File: src/mopwm_consts.svh
// Purpose: Offsets, field positions and reset values of the PWM timer.
// Assumes: Byte addresses on an AXI4-Lite bus with 32-bit data.
// Notes:   Definitions only; included by its bare name.
`ifndef MOPWM_CONSTS_SVH
`define MOPWM_CONSTS_SVH

// ****************************************************************
// Register offsets
// ****************************************************************
`define MOPWM_AW 8
`define MOPWM_OFS_CTRL 8'h00
`define MOPWM_OFS_COUNT 8'h04
`define MOPWM_OFS_PRESCALE 8'h08
`define MOPWM_OFS_PRECOUNT 8'h0C
`define MOPWM_OFS_ACTION 8'h10
`define MOPWM_OFS_OUTCFG 8'h14
`define MOPWM_OFS_RELEASE 8'h18
`define MOPWM_OFS_STATUS 8'h1C
`define MOPWM_OFS_MASK 8'h20
`define MOPWM_OFS_OUTLVL 8'h24
// Staging copies of the match values: base + 4 * index
`define MOPWM_OFS_MATCH 8'h40

// ****************************************************************
// Field positions and values
// ****************************************************************
`define MOPWM_CTRL_EN 0
`define MOPWM_CTRL_CRST 1
`define MOPWM_CTRL_PWM 2
// Action register: three bits per match, interrupt / reset / stop
`define MOPWM_ACT_INT 0
`define MOPWM_ACT_RST 1
`define MOPWM_ACT_STOP 2
// Output config: double-edge selects low, output enables from here
`define MOPWM_OUTCFG_OE 16
`define MOPWM_RST_VAL 32'h0000_0000
`define MOPWM_RESP_OKAY 2'h0
`define MOPWM_RESP_SLVERR 2'h2

`endif

File: src/mopwm_pkg.sv
// Purpose: Types shared by the PWM timer.
// Assumes: Constants live in mopwm_consts.svh.
// Notes:   Enumerations only.
package mopwm_pkg;

    // ************************************************************
    // Write channel states
    // ************************************************************
    typedef enum logic [1:0]
    {
        WS_IDLE = 2'b00,
        WS_ADDR = 2'b01,
        WS_DATA = 2'b10,
        WS_RESP = 2'b11
    } mopwm_wst_t;

endpackage

File: src/mopwm_top.sv
// Purpose: Multi-output PWM timer with prescaler, match actions, IRQ.
// Assumes: One clock aclk at 125 MHz, synchronous active-low reset.
// Notes:   Registers reached over AXI4-Lite.
//
// Decided for this implementation: the AXI4-Lite register port and the register addresses.
`timescale 1ns/1ps
`include "mopwm_consts.svh"

module mopwm_top
#(
    parameter int NUM_MATCH = 7 // Match registers, outputs is one less
)
(
    input wire logic aclk, // Clock, 125 MHz
    input wire logic aresetn, // Synchronous reset, active low
    input wire logic [`MOPWM_AW-1:0] s_axi_awaddr, // Write address
    input wire logic s_axi_awvalid, // Write address valid
    output logic s_axi_awready, // Write address ready
    input wire logic [31:0] s_axi_wdata, // Write data
    input wire logic [3:0] s_axi_wstrb, // Write byte strobes
    input wire logic s_axi_wvalid, // Write data valid
    output logic s_axi_wready, // Write data ready
    output logic [1:0] s_axi_bresp, // Write response
    output logic s_axi_bvalid, // Write response valid
    input wire logic s_axi_bready, // Write response ready
    input wire logic [`MOPWM_AW-1:0] s_axi_araddr, // Read address
    input wire logic s_axi_arvalid, // Read address valid
    output logic s_axi_arready, // Read address ready
    output logic [31:0] s_axi_rdata, // Read data
    output logic [1:0] s_axi_rresp, // Read response
    output logic s_axi_rvalid, // Read data valid
    input wire logic s_axi_rready, // Read data ready
    output logic [NUM_MATCH-2:0] pwm_out, // PWM outputs 1..NUM_MATCH-1
    output logic irq // Interrupt, high while unmasked flag set
);
    import mopwm_pkg::*;

    localparam int N = NUM_MATCH;

    // ************************************************************
    // Elaboration check
    // ************************************************************
    // Action register holds three bits per match in one word
    if (N < 2 || N > 10)
    begin : g_bad_param
        $error("NUM_MATCH must lie between 2 and 10");
    end

    // ************************************************************
    // State
    // ************************************************************
    typedef struct packed {
        mopwm_wst_t wst;
        logic [`MOPWM_AW-1:0] awaddr;
        logic [31:0] wdata;
        logic [3:0] wstrb;
        logic [1:0] bresp;
        logic rvalid;
        logic [31:0] rdata;
        logic [1:0] rresp;
        logic [2:0] ctrl;
        logic [31:0] tc;
        logic [31:0] pr;
        logic [31:0] pc;
        logic [3*N-1:0] act_cfg;
        logic [31:0] outcfg;
        logic [N-1:0] rel;
        logic [N-1:0] flag;
        logic [N-1:0] mask;
        logic [N-1:0][31:0] stg;
        logic [N-1:0][31:0] mval;
        logic [N-2:0] pwm;
    } mopwm_st_t;

    mopwm_st_t st_r;
    mopwm_st_t st_nxt;

    // ************************************************************
    // Helpers
    // ************************************************************
    // Pick one action bit of every match from the action register
    function automatic logic [N-1:0] act_bits(
        input logic [3*N-1:0] cfg,
        input int k
    );
        logic [N-1:0] v;
        v = '0;
        for (int i = 0; i < N; i++)
        begin
            v[i] = cfg[3*i+k];
        end
        return v;
    endfunction

    // Merge write data into an old word under byte strobes
    function automatic logic [31:0] wmerge(
        input logic [31:0] old,
        input logic [31:0] data,
        input logic [3:0] strb
    );
        logic [31:0] v;
        v = old;
        for (int b = 0; b < 4; b++)
        begin
            if (strb[b])
            begin
                v[8*b+:8] = data[8*b+:8];
            end
        end
        return v;
    endfunction

    // Staging slot hit by an address, N when none
    function automatic int match_slot(input logic [`MOPWM_AW-1:0] a);
        int s;
        s = N;
        if (a[7:6] == 2'b01 && a[1:0] == 2'b00 && int'(a[5:2]) < N)
        begin
            s = int'(a[5:2]);
        end
        return s;
    endfunction

    // ************************************************************
    // Counter tick and match events
    // ************************************************************
    logic cnt_en;
    logic cnt_hold;
    logic pwm_mode;
    logic tick;
    logic [N-1:0] match;
    logic [N-1:0] int_sel;
    logic [N-1:0] rst_sel;
    logic [N-1:0] stop_sel;
    logic tc_clear;
    logic stop_hit;
    logic [N-2:0] pwm_next;

    assign cnt_en = st_r.ctrl[`MOPWM_CTRL_EN];
    assign cnt_hold = st_r.ctrl[`MOPWM_CTRL_CRST];
    assign pwm_mode = st_r.ctrl[`MOPWM_CTRL_PWM];
    // One count per prescale wrap, so period is (pr + 1) clocks;
    // a prescale lowered under the running count wraps at once
    // instead of stalling for a full 32-bit lap
    assign tick = cnt_en && !cnt_hold && (st_r.pc >= st_r.pr);
    assign int_sel = act_bits(st_r.act_cfg, `MOPWM_ACT_INT);
    assign rst_sel = act_bits(st_r.act_cfg, `MOPWM_ACT_RST);
    assign stop_sel = act_bits(st_r.act_cfg, `MOPWM_ACT_STOP);
    // Match 0 always closes the cycle in PWM mode
    assign tc_clear = |(match & rst_sel) || (pwm_mode && match[0]);
    assign stop_hit = |(match & stop_sel);

    // Each comparator fires on the tick that leaves its count
    for (genvar i = 0; i < N; i++)
    begin : g_match
        assign match[i] = tick && (st_r.tc == st_r.mval[i]);
    end

    // Output k: single-edge rises at match 0, double-edge at k-1;
    // falling match wins a tie so equal values give a low output
    for (genvar k = 1; k < N; k++)
    begin : g_pwm
        logic dbl;
        logic set_ev;
        logic clr_ev;
        assign dbl = (k >= 2) && st_r.outcfg[k-1];
        assign set_ev = dbl ? match[k-1] : match[0];
        assign clr_ev = match[k];
        assign pwm_next[k-1] = (!pwm_mode
            || !st_r.outcfg[`MOPWM_OUTCFG_OE+k-1]) ? 1'b0
            : clr_ev ? 1'b0
            : set_ev ? 1'b1
            : st_r.pwm[k-1];
    end

    // ************************************************************
    // Bus handshakes
    // ************************************************************
    // Address and data may arrive in either order
    assign s_axi_awready = (st_r.wst == WS_IDLE) || (st_r.wst == WS_DATA);
    assign s_axi_wready = (st_r.wst == WS_IDLE) || (st_r.wst == WS_ADDR);
    assign s_axi_bvalid = (st_r.wst == WS_RESP);
    assign s_axi_bresp = st_r.bresp;
    assign s_axi_arready = !st_r.rvalid;
    assign s_axi_rvalid = st_r.rvalid;
    assign s_axi_rdata = st_r.rdata;
    assign s_axi_rresp = st_r.rresp;
    assign pwm_out = st_r.pwm;
    assign irq = |(st_r.flag & st_r.mask);

    logic aw_hs;
    logic w_hs;
    logic ar_hs;
    assign aw_hs = s_axi_awvalid && s_axi_awready;
    assign w_hs = s_axi_wvalid && s_axi_wready;
    assign ar_hs = s_axi_arvalid && s_axi_arready;

    // ************************************************************
    // Next state
    // ************************************************************
    always_comb
    begin
        logic do_wr;
        logic [`MOPWM_AW-1:0] wa;
        logic [31:0] wd;
        logic [3:0] ws;
        logic [31:0] w32;
        logic [31:0] rd;
        logic hit;
        int slot;
        do_wr = 1'b0;
        wa = aw_hs ? s_axi_awaddr : st_r.awaddr;
        wd = w_hs ? s_axi_wdata : st_r.wdata;
        ws = w_hs ? s_axi_wstrb : st_r.wstrb;
        w32 = '0;
        rd = '0;
        hit = 1'b1;
        slot = N;
        st_nxt = st_r;

        // Write channel
        case (st_r.wst)
            WS_IDLE:
            begin
                if (aw_hs && w_hs)
                begin
                    do_wr = 1'b1;
                end
                else if (aw_hs)
                begin
                    st_nxt.wst = WS_ADDR;
                end
                else if (w_hs)
                begin
                    st_nxt.wst = WS_DATA;
                end
            end
            WS_ADDR:
            begin
                do_wr = w_hs;
            end
            WS_DATA:
            begin
                do_wr = aw_hs;
            end
            WS_RESP:
            begin
                if (s_axi_bready)
                begin
                    st_nxt.wst = WS_IDLE;
                end
            end
            default:
            begin
                st_nxt.wst = WS_IDLE;
            end
        endcase
        if (aw_hs)
        begin
            st_nxt.awaddr = s_axi_awaddr;
        end
        if (w_hs)
        begin
            st_nxt.wdata = s_axi_wdata;
            st_nxt.wstrb = s_axi_wstrb;
        end

        // Prescaler and counter
        if (cnt_hold)
        begin
            st_nxt.pc = '0;
            st_nxt.tc = '0;
        end
        else if (tick)
        begin
            st_nxt.pc = '0;
            st_nxt.tc = tc_clear ? '0 : st_r.tc + 32'h0000_0001;
        end
        else if (cnt_en)
        begin
            st_nxt.pc = st_r.pc + 32'h0000_0001;
        end
        if (stop_hit)
        begin
            st_nxt.ctrl[`MOPWM_CTRL_EN] = 1'b0;
        end

        // Released values load only when a new cycle starts
        if (pwm_mode && match[0])
        begin
            for (int i = 0; i < N; i++)
            begin
                if (st_r.rel[i])
                begin
                    st_nxt.mval[i] = st_r.stg[i];
                end
            end
            st_nxt.rel = '0;
        end
        st_nxt.pwm = pwm_next;

        // Register writes
        w32 = wmerge(`MOPWM_RST_VAL, wd, ws);
        slot = match_slot(wa);
        if (do_wr)
        begin
            st_nxt.wst = WS_RESP;
            st_nxt.bresp = `MOPWM_RESP_OKAY;
            case (wa)
                `MOPWM_OFS_CTRL: st_nxt.ctrl = w32[2:0];
                `MOPWM_OFS_PRESCALE: st_nxt.pr = wmerge(st_r.pr, wd, ws);
                `MOPWM_OFS_ACTION: st_nxt.act_cfg = w32[3*N-1:0];
                `MOPWM_OFS_OUTCFG: st_nxt.outcfg = wmerge(st_r.outcfg, wd, ws);
                // Software sets release bits; hardware only clears them
                `MOPWM_OFS_RELEASE: st_nxt.rel = st_nxt.rel | w32[N-1:0];
                `MOPWM_OFS_STATUS: st_nxt.flag = st_r.flag & ~w32[N-1:0];
                `MOPWM_OFS_MASK: st_nxt.mask = w32[N-1:0];
                default:
                begin
                    if (slot < N)
                    begin
                        st_nxt.stg[slot] = wmerge(st_r.stg[slot], wd, ws);
                        // Plain timer mode takes the value at once
                        if (!pwm_mode)
                        begin
                            st_nxt.mval[slot] = st_nxt.stg[slot];
                        end
                    end
                    else
                    begin
                        st_nxt.bresp = `MOPWM_RESP_SLVERR;
                    end
                end
            endcase
        end

        // Sticky flags: a new match wins over a same-cycle clear
        st_nxt.flag = st_nxt.flag | (match & int_sel);

        // Read channel
        if (st_r.rvalid && s_axi_rready)
        begin
            st_nxt.rvalid = 1'b0;
        end
        if (ar_hs)
        begin
            slot = match_slot(s_axi_araddr);
            case (s_axi_araddr)
                `MOPWM_OFS_CTRL: rd[2:0] = st_r.ctrl;
                `MOPWM_OFS_COUNT: rd = st_r.tc;
                `MOPWM_OFS_PRESCALE: rd = st_r.pr;
                `MOPWM_OFS_PRECOUNT: rd = st_r.pc;
                `MOPWM_OFS_ACTION: rd[3*N-1:0] = st_r.act_cfg;
                `MOPWM_OFS_OUTCFG: rd = st_r.outcfg;
                `MOPWM_OFS_RELEASE: rd[N-1:0] = st_r.rel;
                `MOPWM_OFS_STATUS: rd[N-1:0] = st_r.flag;
                `MOPWM_OFS_MASK: rd[N-1:0] = st_r.mask;
                `MOPWM_OFS_OUTLVL: rd[N-2:0] = st_r.pwm;
                default:
                begin
                    if (slot < N)
                    begin
                        rd = st_r.stg[slot];
                    end
                    else
                    begin
                        hit = 1'b0;
                    end
                end
            endcase
            st_nxt.rvalid = 1'b1;
            st_nxt.rdata = rd;
            st_nxt.rresp = hit ? `MOPWM_RESP_OKAY : `MOPWM_RESP_SLVERR;
        end
    end

    // ************************************************************
    // State register
    // ************************************************************
    always_ff @(posedge aclk)
    begin
        if (!aresetn)
        begin
            st_r <= '0;
        end
        else
        begin
            st_r <= st_nxt;
        end
    end

    // Bus write landing this cycle; a register write lands after the
    // hardware events of the same cycle and so may override them
    logic wr_go;
    logic ctrl_wr;
    assign wr_go = ((st_r.wst == WS_IDLE) && aw_hs && w_hs)
        || ((st_r.wst == WS_ADDR) && w_hs)
        || ((st_r.wst == WS_DATA) && aw_hs);
    assign ctrl_wr = wr_go
        && ((aw_hs ? s_axi_awaddr : st_r.awaddr) == `MOPWM_OFS_CTRL);

    // The double-edge check watches output 3, which needs N of 4 or more
    if (N >= 4)
    begin : g_dbl_chk

    end
endmodule

File: config.mk
export PLATFORM = sky130hd
export DESIGN_NAME = mopwm_top
export DESIGN_NICKNAME = d
export VERILOG_FILES = /design/src/mopwm_pkg.sv /design/src/mopwm_top.sv
export VERILOG_INCLUDE_DIRS = /design/src /design/src/src
export SDC_FILE = /design/constraint.sdc
export NUM_CORES = 2
export LEC_CHECK = 0
export ABC_CLOCK_PERIOD_IN_PS = 7560
export BUFFER_PORTS_ARGS = -buffer_cell sky130_fd_sc_hd__buf_4
export CORE_MARGIN = 2
export CORE_UTILIZATION = 49
export DETAILED_ROUTE_END_ITERATION = 6
export GPL_ROUTABILITY_DRIVEN = 1
export PLACE_DENSITY = 0.7
export RECOVER_POWER = 50
export SLEW_MARGIN = 20
export SYNTH_ARGS = -nofsm -noshare
export SYNTH_HDL_FRONTEND = slang
export SYNTH_SLANG_ARGS = --single-unit
File: constraint.sdc
create_clock -name aclk -period 7.56 [get_ports aclk]
set_input_delay 0.378 -clock aclk [delete_from_list [all_inputs] [get_ports aclk]]
set_output_delay 0.378 -clock aclk [all_outputs]
set_load 0.02 [all_outputs]
======== After elaboration in Yosys (flattened, before gate mapping) ========
Index checks and enable logic that the tools add are counted.
cells by class
  equal/unequal tests ..................... 30
  reduce and logical (&&, ||, !) cells .... 74
  mux-type cells .......................... 85
  order comparisons ....................... 8
  bitwise logic cells ..................... 10
  add/subtract/negate cells ............... 2
operators by type and width
  kind                                                   number
  2-to-1 mux 448 bit                                     2
  2-to-1 mux 32 bit                                      18
  2-to-1 mux 469 bit                                     1
  bitwise mux 224 bit                                    2
  2-to-1 mux 224 bit                                     2
  binary-select mux 32 bit (select 3 bit)                3
  equality test 32 bit                                   7
  2-to-1 mux 8 bit                                       19
  demux 32 bit (select 3 bit)                            1
  case mux 14 bit (6 select lines)                       1
  adder 32 x 1 -> 32 bit (second input constant)         2
  equality test 8 x 5 -> 1 bit (second input constant)   8
  < comparator 32 x 4 -> 1 bit (second input constant)   2
  < comparator 32 x 5 -> 1 bit (second input constant)   2
  case mux 3 bit (10 select lines)                       2
  case mux 11 bit (5 select lines)                       1
  bitwise AND 7 bit                                      5
  2-to-1 mux 35 bit                                      1
  >= comparator 32 x 1 -> 1 bit (second input constant)  1
  >= comparator 32 bit                                   1
  2-to-1 mux 7 bit                                       4
  OR reduction 7 bit                                     4
  AND reduction 3 bit                                    9
  equality test 8 x 4 -> 1 bit (second input constant)   3
  other kinds (32)                                       108
word-level totals
  output and inout port bits .............. 48
  flip-flop bits (word level) ............. 710
  logic and storage cells ................. 253

======== Logic depth before layout (Yosys ltp) ========
  word-level depth ........................ 25
  mapped depth ............................ 16
  depth with buffers taken out ............ 10

======== Least setup slack after synthesis ========
No wires, ideal clock.
  path kind ............................... register to register
  start point ............................. register st_r[708] in the netlist's numbering
  end point ............................... register st_r[589] in the netlist's numbering
  stages on the path, launching flop included .. 13
  arrival time ............................ 2.899 ns
  path buffers ............................ 3
  slack ................................... 4.576 ns
  cells stage by stage .................... dfxtp_1 inv_1 ha_1 buf_2 o21ai_2 buf_4 mux2i_1 o211ai_1 or4_1 nor2_2 buf_4 nor2_1 a211oi_1
on the way
  longest elaborated chain between the ends .. 7
  elaborated cells between the ends (all ways) .. 15
RTL lines
  what                                               line                                source
  from (decl)                                        mopwm_top.sv:75                     mopwm_st_t st_r;
  from (signal assigned)                             mopwm_top.sv:388                    st_r <= st_nxt;
  equality test 2 bit, or another cell as far along  mopwm_top.sv:180, mopwm_top.sv:222
  logical OR 1 bit (on tied branches)                mopwm_top.sv:180, mopwm_top.sv:181
  logical AND 1 bit (on tied branches)               mopwm_top.sv:194, mopwm_top.sv:195
  logical AND 1 bit                                  mopwm_top.sv:225                    if (aw_hs && w_hs)
  2-to-1 mux 1 bit                                   mopwm_top.sv:225
  case mux 1 bit (3 select lines)                    mopwm_top.sv:222                    case (st_r.wst)
  AND reduction 3 bit (no line)                      n/a
Parallel ways exist; a longest one is shown, timed or not.
A chain may end at the register's enable or synchronous reset.

======== Worst setup path after layout ========
  start point ............................. input s_axi_araddr[3]
  end point ............................... register st_r, in the netlist s_axi_rdata[31]
on the way
  longest elaborated chain between the ends .. 9
  elaborated cells between the ends (all ways) .. 21
RTL lines
  what                                                                  line              source
  from (decl)                                                           mopwm_top.sv:26   input wire logic [`MOPWM_AW-1:0] s_axi_araddr,
  branches (longest 8 deep; another with < comparator 32 x 4 -> 1 bit)  n/a
  case mux 11 bit (5 select lines) (*)                                  mopwm_top.sv:348  case (s_axi_araddr)
Mark *: on every way between the ends. The select of a mux whose other input is x is not followed.

==> results.md <==
### Synthesis
• **flop and latch count out of synthesis** 708
• **Syn Inst Count** 4431
• **Netlist cell types** 98
• **post-synthesis average cell area** 8.402 sq um
• **number of synthesized flops with an enable pin** 0
• **count of warnings emitted by yosys** 0
• **top_reg_cell synth** sky130_fd_sc_hd__dfxtp_1
• **sequential fraction of the synthesis area** 38.07%
• **async set-reset flop share out of synthesis** 0%
• **post-synthesis cell area** 37230 sq um

### Min path
• **worst hold path startpoint** s_axi_awaddr[7]
• **Hold Path Sink** st_r[707]$_SDFF_PN0_
• **worst hold-check path type** input pin to flip-flop
• **hold path cells** 3

### Timing
• **relative slew slack** -167.8%
• **post-route fraction of the period consumed by the critical path** 81.21%
• **number of pins exceeding their max-slew limit in the final report** 526
• **Period minus WS final** 6.140 ns
• **maximum achievable frequency** 162.9 MHz
• **Worst Clk Skew** 0.04161 ns
• **hold violation total from the final report** 0
• **setup repair after global routing missed its margin** false
• **Slew @ Worst Pin** 4.017 ns
• **setup TNS** 0 ns
• **final setup fails** 0

### Setup path
• **Reg2Reg Setup Slack** 1.56 ns
• **worst path required time** 8.16 ns
• **category of the worst setup path launch point** input pin
• **critical path class** input pin to flip-flop
• **cell repeated most along the worst path** sky130_fd_sc_hd__clkbuf_1
• **delay contributed by the slowest stage of the critical path** 2.32 ns
• **slowest library cell on the worst path** sky130_fd_sc_hd__clkbuf_1
• **critical-path maximum fanout** 33
• **Worst R2R Path Depth** 10
• **total buffers and inverters traversed by the critical path** 3
• **Crit Reg-Reg Endpoint** st_r[278]$_SDFFE_PN0P_
• **ordered cell list for the critical path** clkbuf_1, nor2b_4, clkbuf_1, nand2_1, nor2_1, buf_4, a221o_1, a221oi_1, o21ai_0, o211a_1
• **Crit path arrival time** 6.74 ns
• **Crit path max-delay family** buffers and inverters
• **Critical Path Sink Type** flip-flop
• **Worst setup startpoint** s_axi_araddr[3]
• **startpoint of the worst-slack reg-to-reg timing path** st_r[708]$_SDFFE_PN0P_

### Clock tree
• **maximum count of clock buffers along a single path** 3
• **clk sinks** 708
• **register clock-pin slew on the reported worst setup and hold paths** 0.06 ns
• **TritonCTS clock tree** yes
• **total CTS buffers** 79
• **clk root buf** sky130_fd_sc_hd__clkbuf_16
• **H-tree level count** 3
• **worst-skew pair later-pin latency** 0.67 ns

### Routing
• **detail-routed net length per standard cell** 32.29 microns
• **DRT iter0 DRCs** 5859
• **detailed-route wire length** 174700 microns
• **post-route DRC violation count** 18
• **Detail Route Antenna Nets** 0
• **total vias in the final route** 37129
• **per-cell via count in the routed design** 6.863
• **number of optimization iterations in the first detailed-route pass** 7

### Finish
• **most common library cell in the layout ignoring fill and taps** sky130_fd_sc_hd__dfxtp_1
• **area growth from synthesis to layout** 10.36%
• **commonest cells after routing, fill and taps aside** 708 x sky130_fd_sc_hd__dfxtp_1, 595 x sky130_fd_sc_hd__nand2_1, 382 x sky130_fd_sc_hd__nor2_1
• **fraction of layout cells with a size suffix above 1** 10.07%
• **share of the core filled with cells** 54.37%
• **number of nets in the final layout** 4464

### Global routing
• **vias in the first global route** 33527
• **antenna violations before repair** 9
• **Total Routing Usage GR** 43.16%
• **wire length of the first global-routing pass** 244700 microns
• **residual overflow from global routing** 0
• **maximum number of pins on one net before global-route repair** 180

### Floorplan
• **area of the core** 75570 sq um
• **overall die height** 279.6 microns
• **Die X** 279.6 microns
• **starting utilization of the core area** 49.26%
• **count of boundary I/O pins** 107
• **Row Count** 101
• **Die Outline Area** 78200 sq um

### Status
• **status** finished, violations left
• **violated checks** design-rule violations, max-capacitance violations, max-slew violations

### Job
• **number of max-cap violations** 10

### Placed design
• **post-DP HPWL** 120300 microns
• **IO buf count** 104
• **GP Congestion** 1.122

### Pwr
• **pwr/cell area** 238.1 nW/um^2
• **total leakage power** 16.81 nW
• **Worst IR Drop VDD** 0.1404 mV

## worst min-delay path: stages
cell	delay (ns)
sky130_fd_sc_hd__buf_4	0.12
sky130_fd_sc_hd__nand2_1	0.05
sky130_fd_sc_hd__a21oi_1	0.05
## stage by stage
step	cells	hold WS, ns	total power [mW]	cell area (sq um)	setup slack [ns]
6_report	5410	0.01172	9.783	41090	1.420
5_1_grt	5405	0.01851	9.963	41070	1.483
2_1_floorplan	4432	0.4400	5.013	37230	4.576
3_5_place_dp	5262	0.4599	5.731	38680	2.760
3_3_place_gp	5262	0.4572	5.730	38680	2.737
4_1_cts	5405	0.002474	9.705	41390	2.776
## registers in the layout, summed over array words and instances, names as in the netlist
name          cells
cnt_en            1
cnt_hold          1
g_pwm.dbl         5
int_sel           7
pwm_mode          1
pwm_out           6
rst_sel           7
s_axi_bresp       1
s_axi_rdata      32
s_axi_rresp       1
s_axi_rvalid      1
st_r            645
## repair_timing
action / CTS / global route
gates resized for setup: 0 / 0
setup endpoints to repair: 0 / 0
buffers inserted: 0 / 0
hold buffers: 2 / 0
hold endpoints to repair: 2 / 0
## routing by layer
layer	global-route usage (%)	vias to the layer above	part of all wire (%)
met1	53.55	17548	37
met5	0.1251	-	0.014
li1	-	15807	-
met4	27.70	4	8.2
met2	62.07	2965	40
met3	17.00	805	15
## report_power, final
part           internal [mW]  switching [mW]
logic                  0.482            1.39
clock network           2.37            1.68
registers               3.80          0.0508
total                   6.66            3.13
## kinds of logic after synthesis
group	count (synthesis)	share of synthesized area (%)
AO/OA/AOI/OAI	1144	21.27
XOR/XNOR	286	6.728
adder cells (fa/ha/maj)	38	1.277
buffers and inverters	455	5.488
flip-flops	708	38.07
multiplexers	345	9.451
other	1	0.01007
AND/OR/NAND/NOR	1454	17.70
## Yosys cell counts, types with 47 or more instances
master	n	area [sq um]
sky130_fd_sc_hd__xor2_1	224	1962
sky130_fd_sc_hd__nor3_1	56	280.3
sky130_fd_sc_hd__nand3_1	101	505.5
sky130_fd_sc_hd__inv_1	73	274.0
sky130_fd_sc_hd__nor4_1	66	412.9
sky130_fd_sc_hd__xnor2_1	62	543.0
sky130_fd_sc_hd__o22ai_1	177	1107
sky130_fd_sc_hd__buf_4	59	442.9
sky130_fd_sc_hd__nand4_1	47	294.0
sky130_fd_sc_hd__o21ai_0	156	780.8
sky130_fd_sc_hd__nor2_1	389	1460
sky130_fd_sc_hd__mux2i_1	306	3063
sky130_fd_sc_hd__and3_1	47	294.0
sky130_fd_sc_hd__buf_2	73	365.4
sky130_fd_sc_hd__nand2_1	609	2286
sky130_fd_sc_hd__dfxtp_1	708	14170
sky130_fd_sc_hd__o21a_1	70	525.5
sky130_fd_sc_hd__a221oi_1	57	499.2
sky130_fd_sc_hd__clkbuf_1	217	814.5
sky130_fd_sc_hd__a211oi_1	105	788.3
sky130_fd_sc_hd__a21oi_1	269	1346
## final cells by class
type	instances	area, sq um
fillers	7104	34480
flip-flops and latches	708	14170
multi-input cells	3269	21170
diodes	5	12.51
inverters	73	277.8
clock buffers	116	2318
repair buffers	236	1543
clock inverters	25	371.6
well taps	978	1224
## how the worst max path moves through the flow
stage               slack (ns)                           end  depth (start not counted)
floorplan                 4.58        st_r[589]$_SDFFE_PN0P_                         12
global placement          2.74          st_r[117]$_SDFF_PN0_                          8
detailed placement        2.76          st_r[117]$_SDFF_PN0_                          8
CTS                       2.78          st_r[117]$_SDFF_PN0_                         10
global route              1.48       pwm_out[1]$_SDFFE_PP0P_                          7
finish                    1.42  s_axi_rdata[31]$_SDFFE_PN0P_                         10
Power figures use the tool's default switching activity.
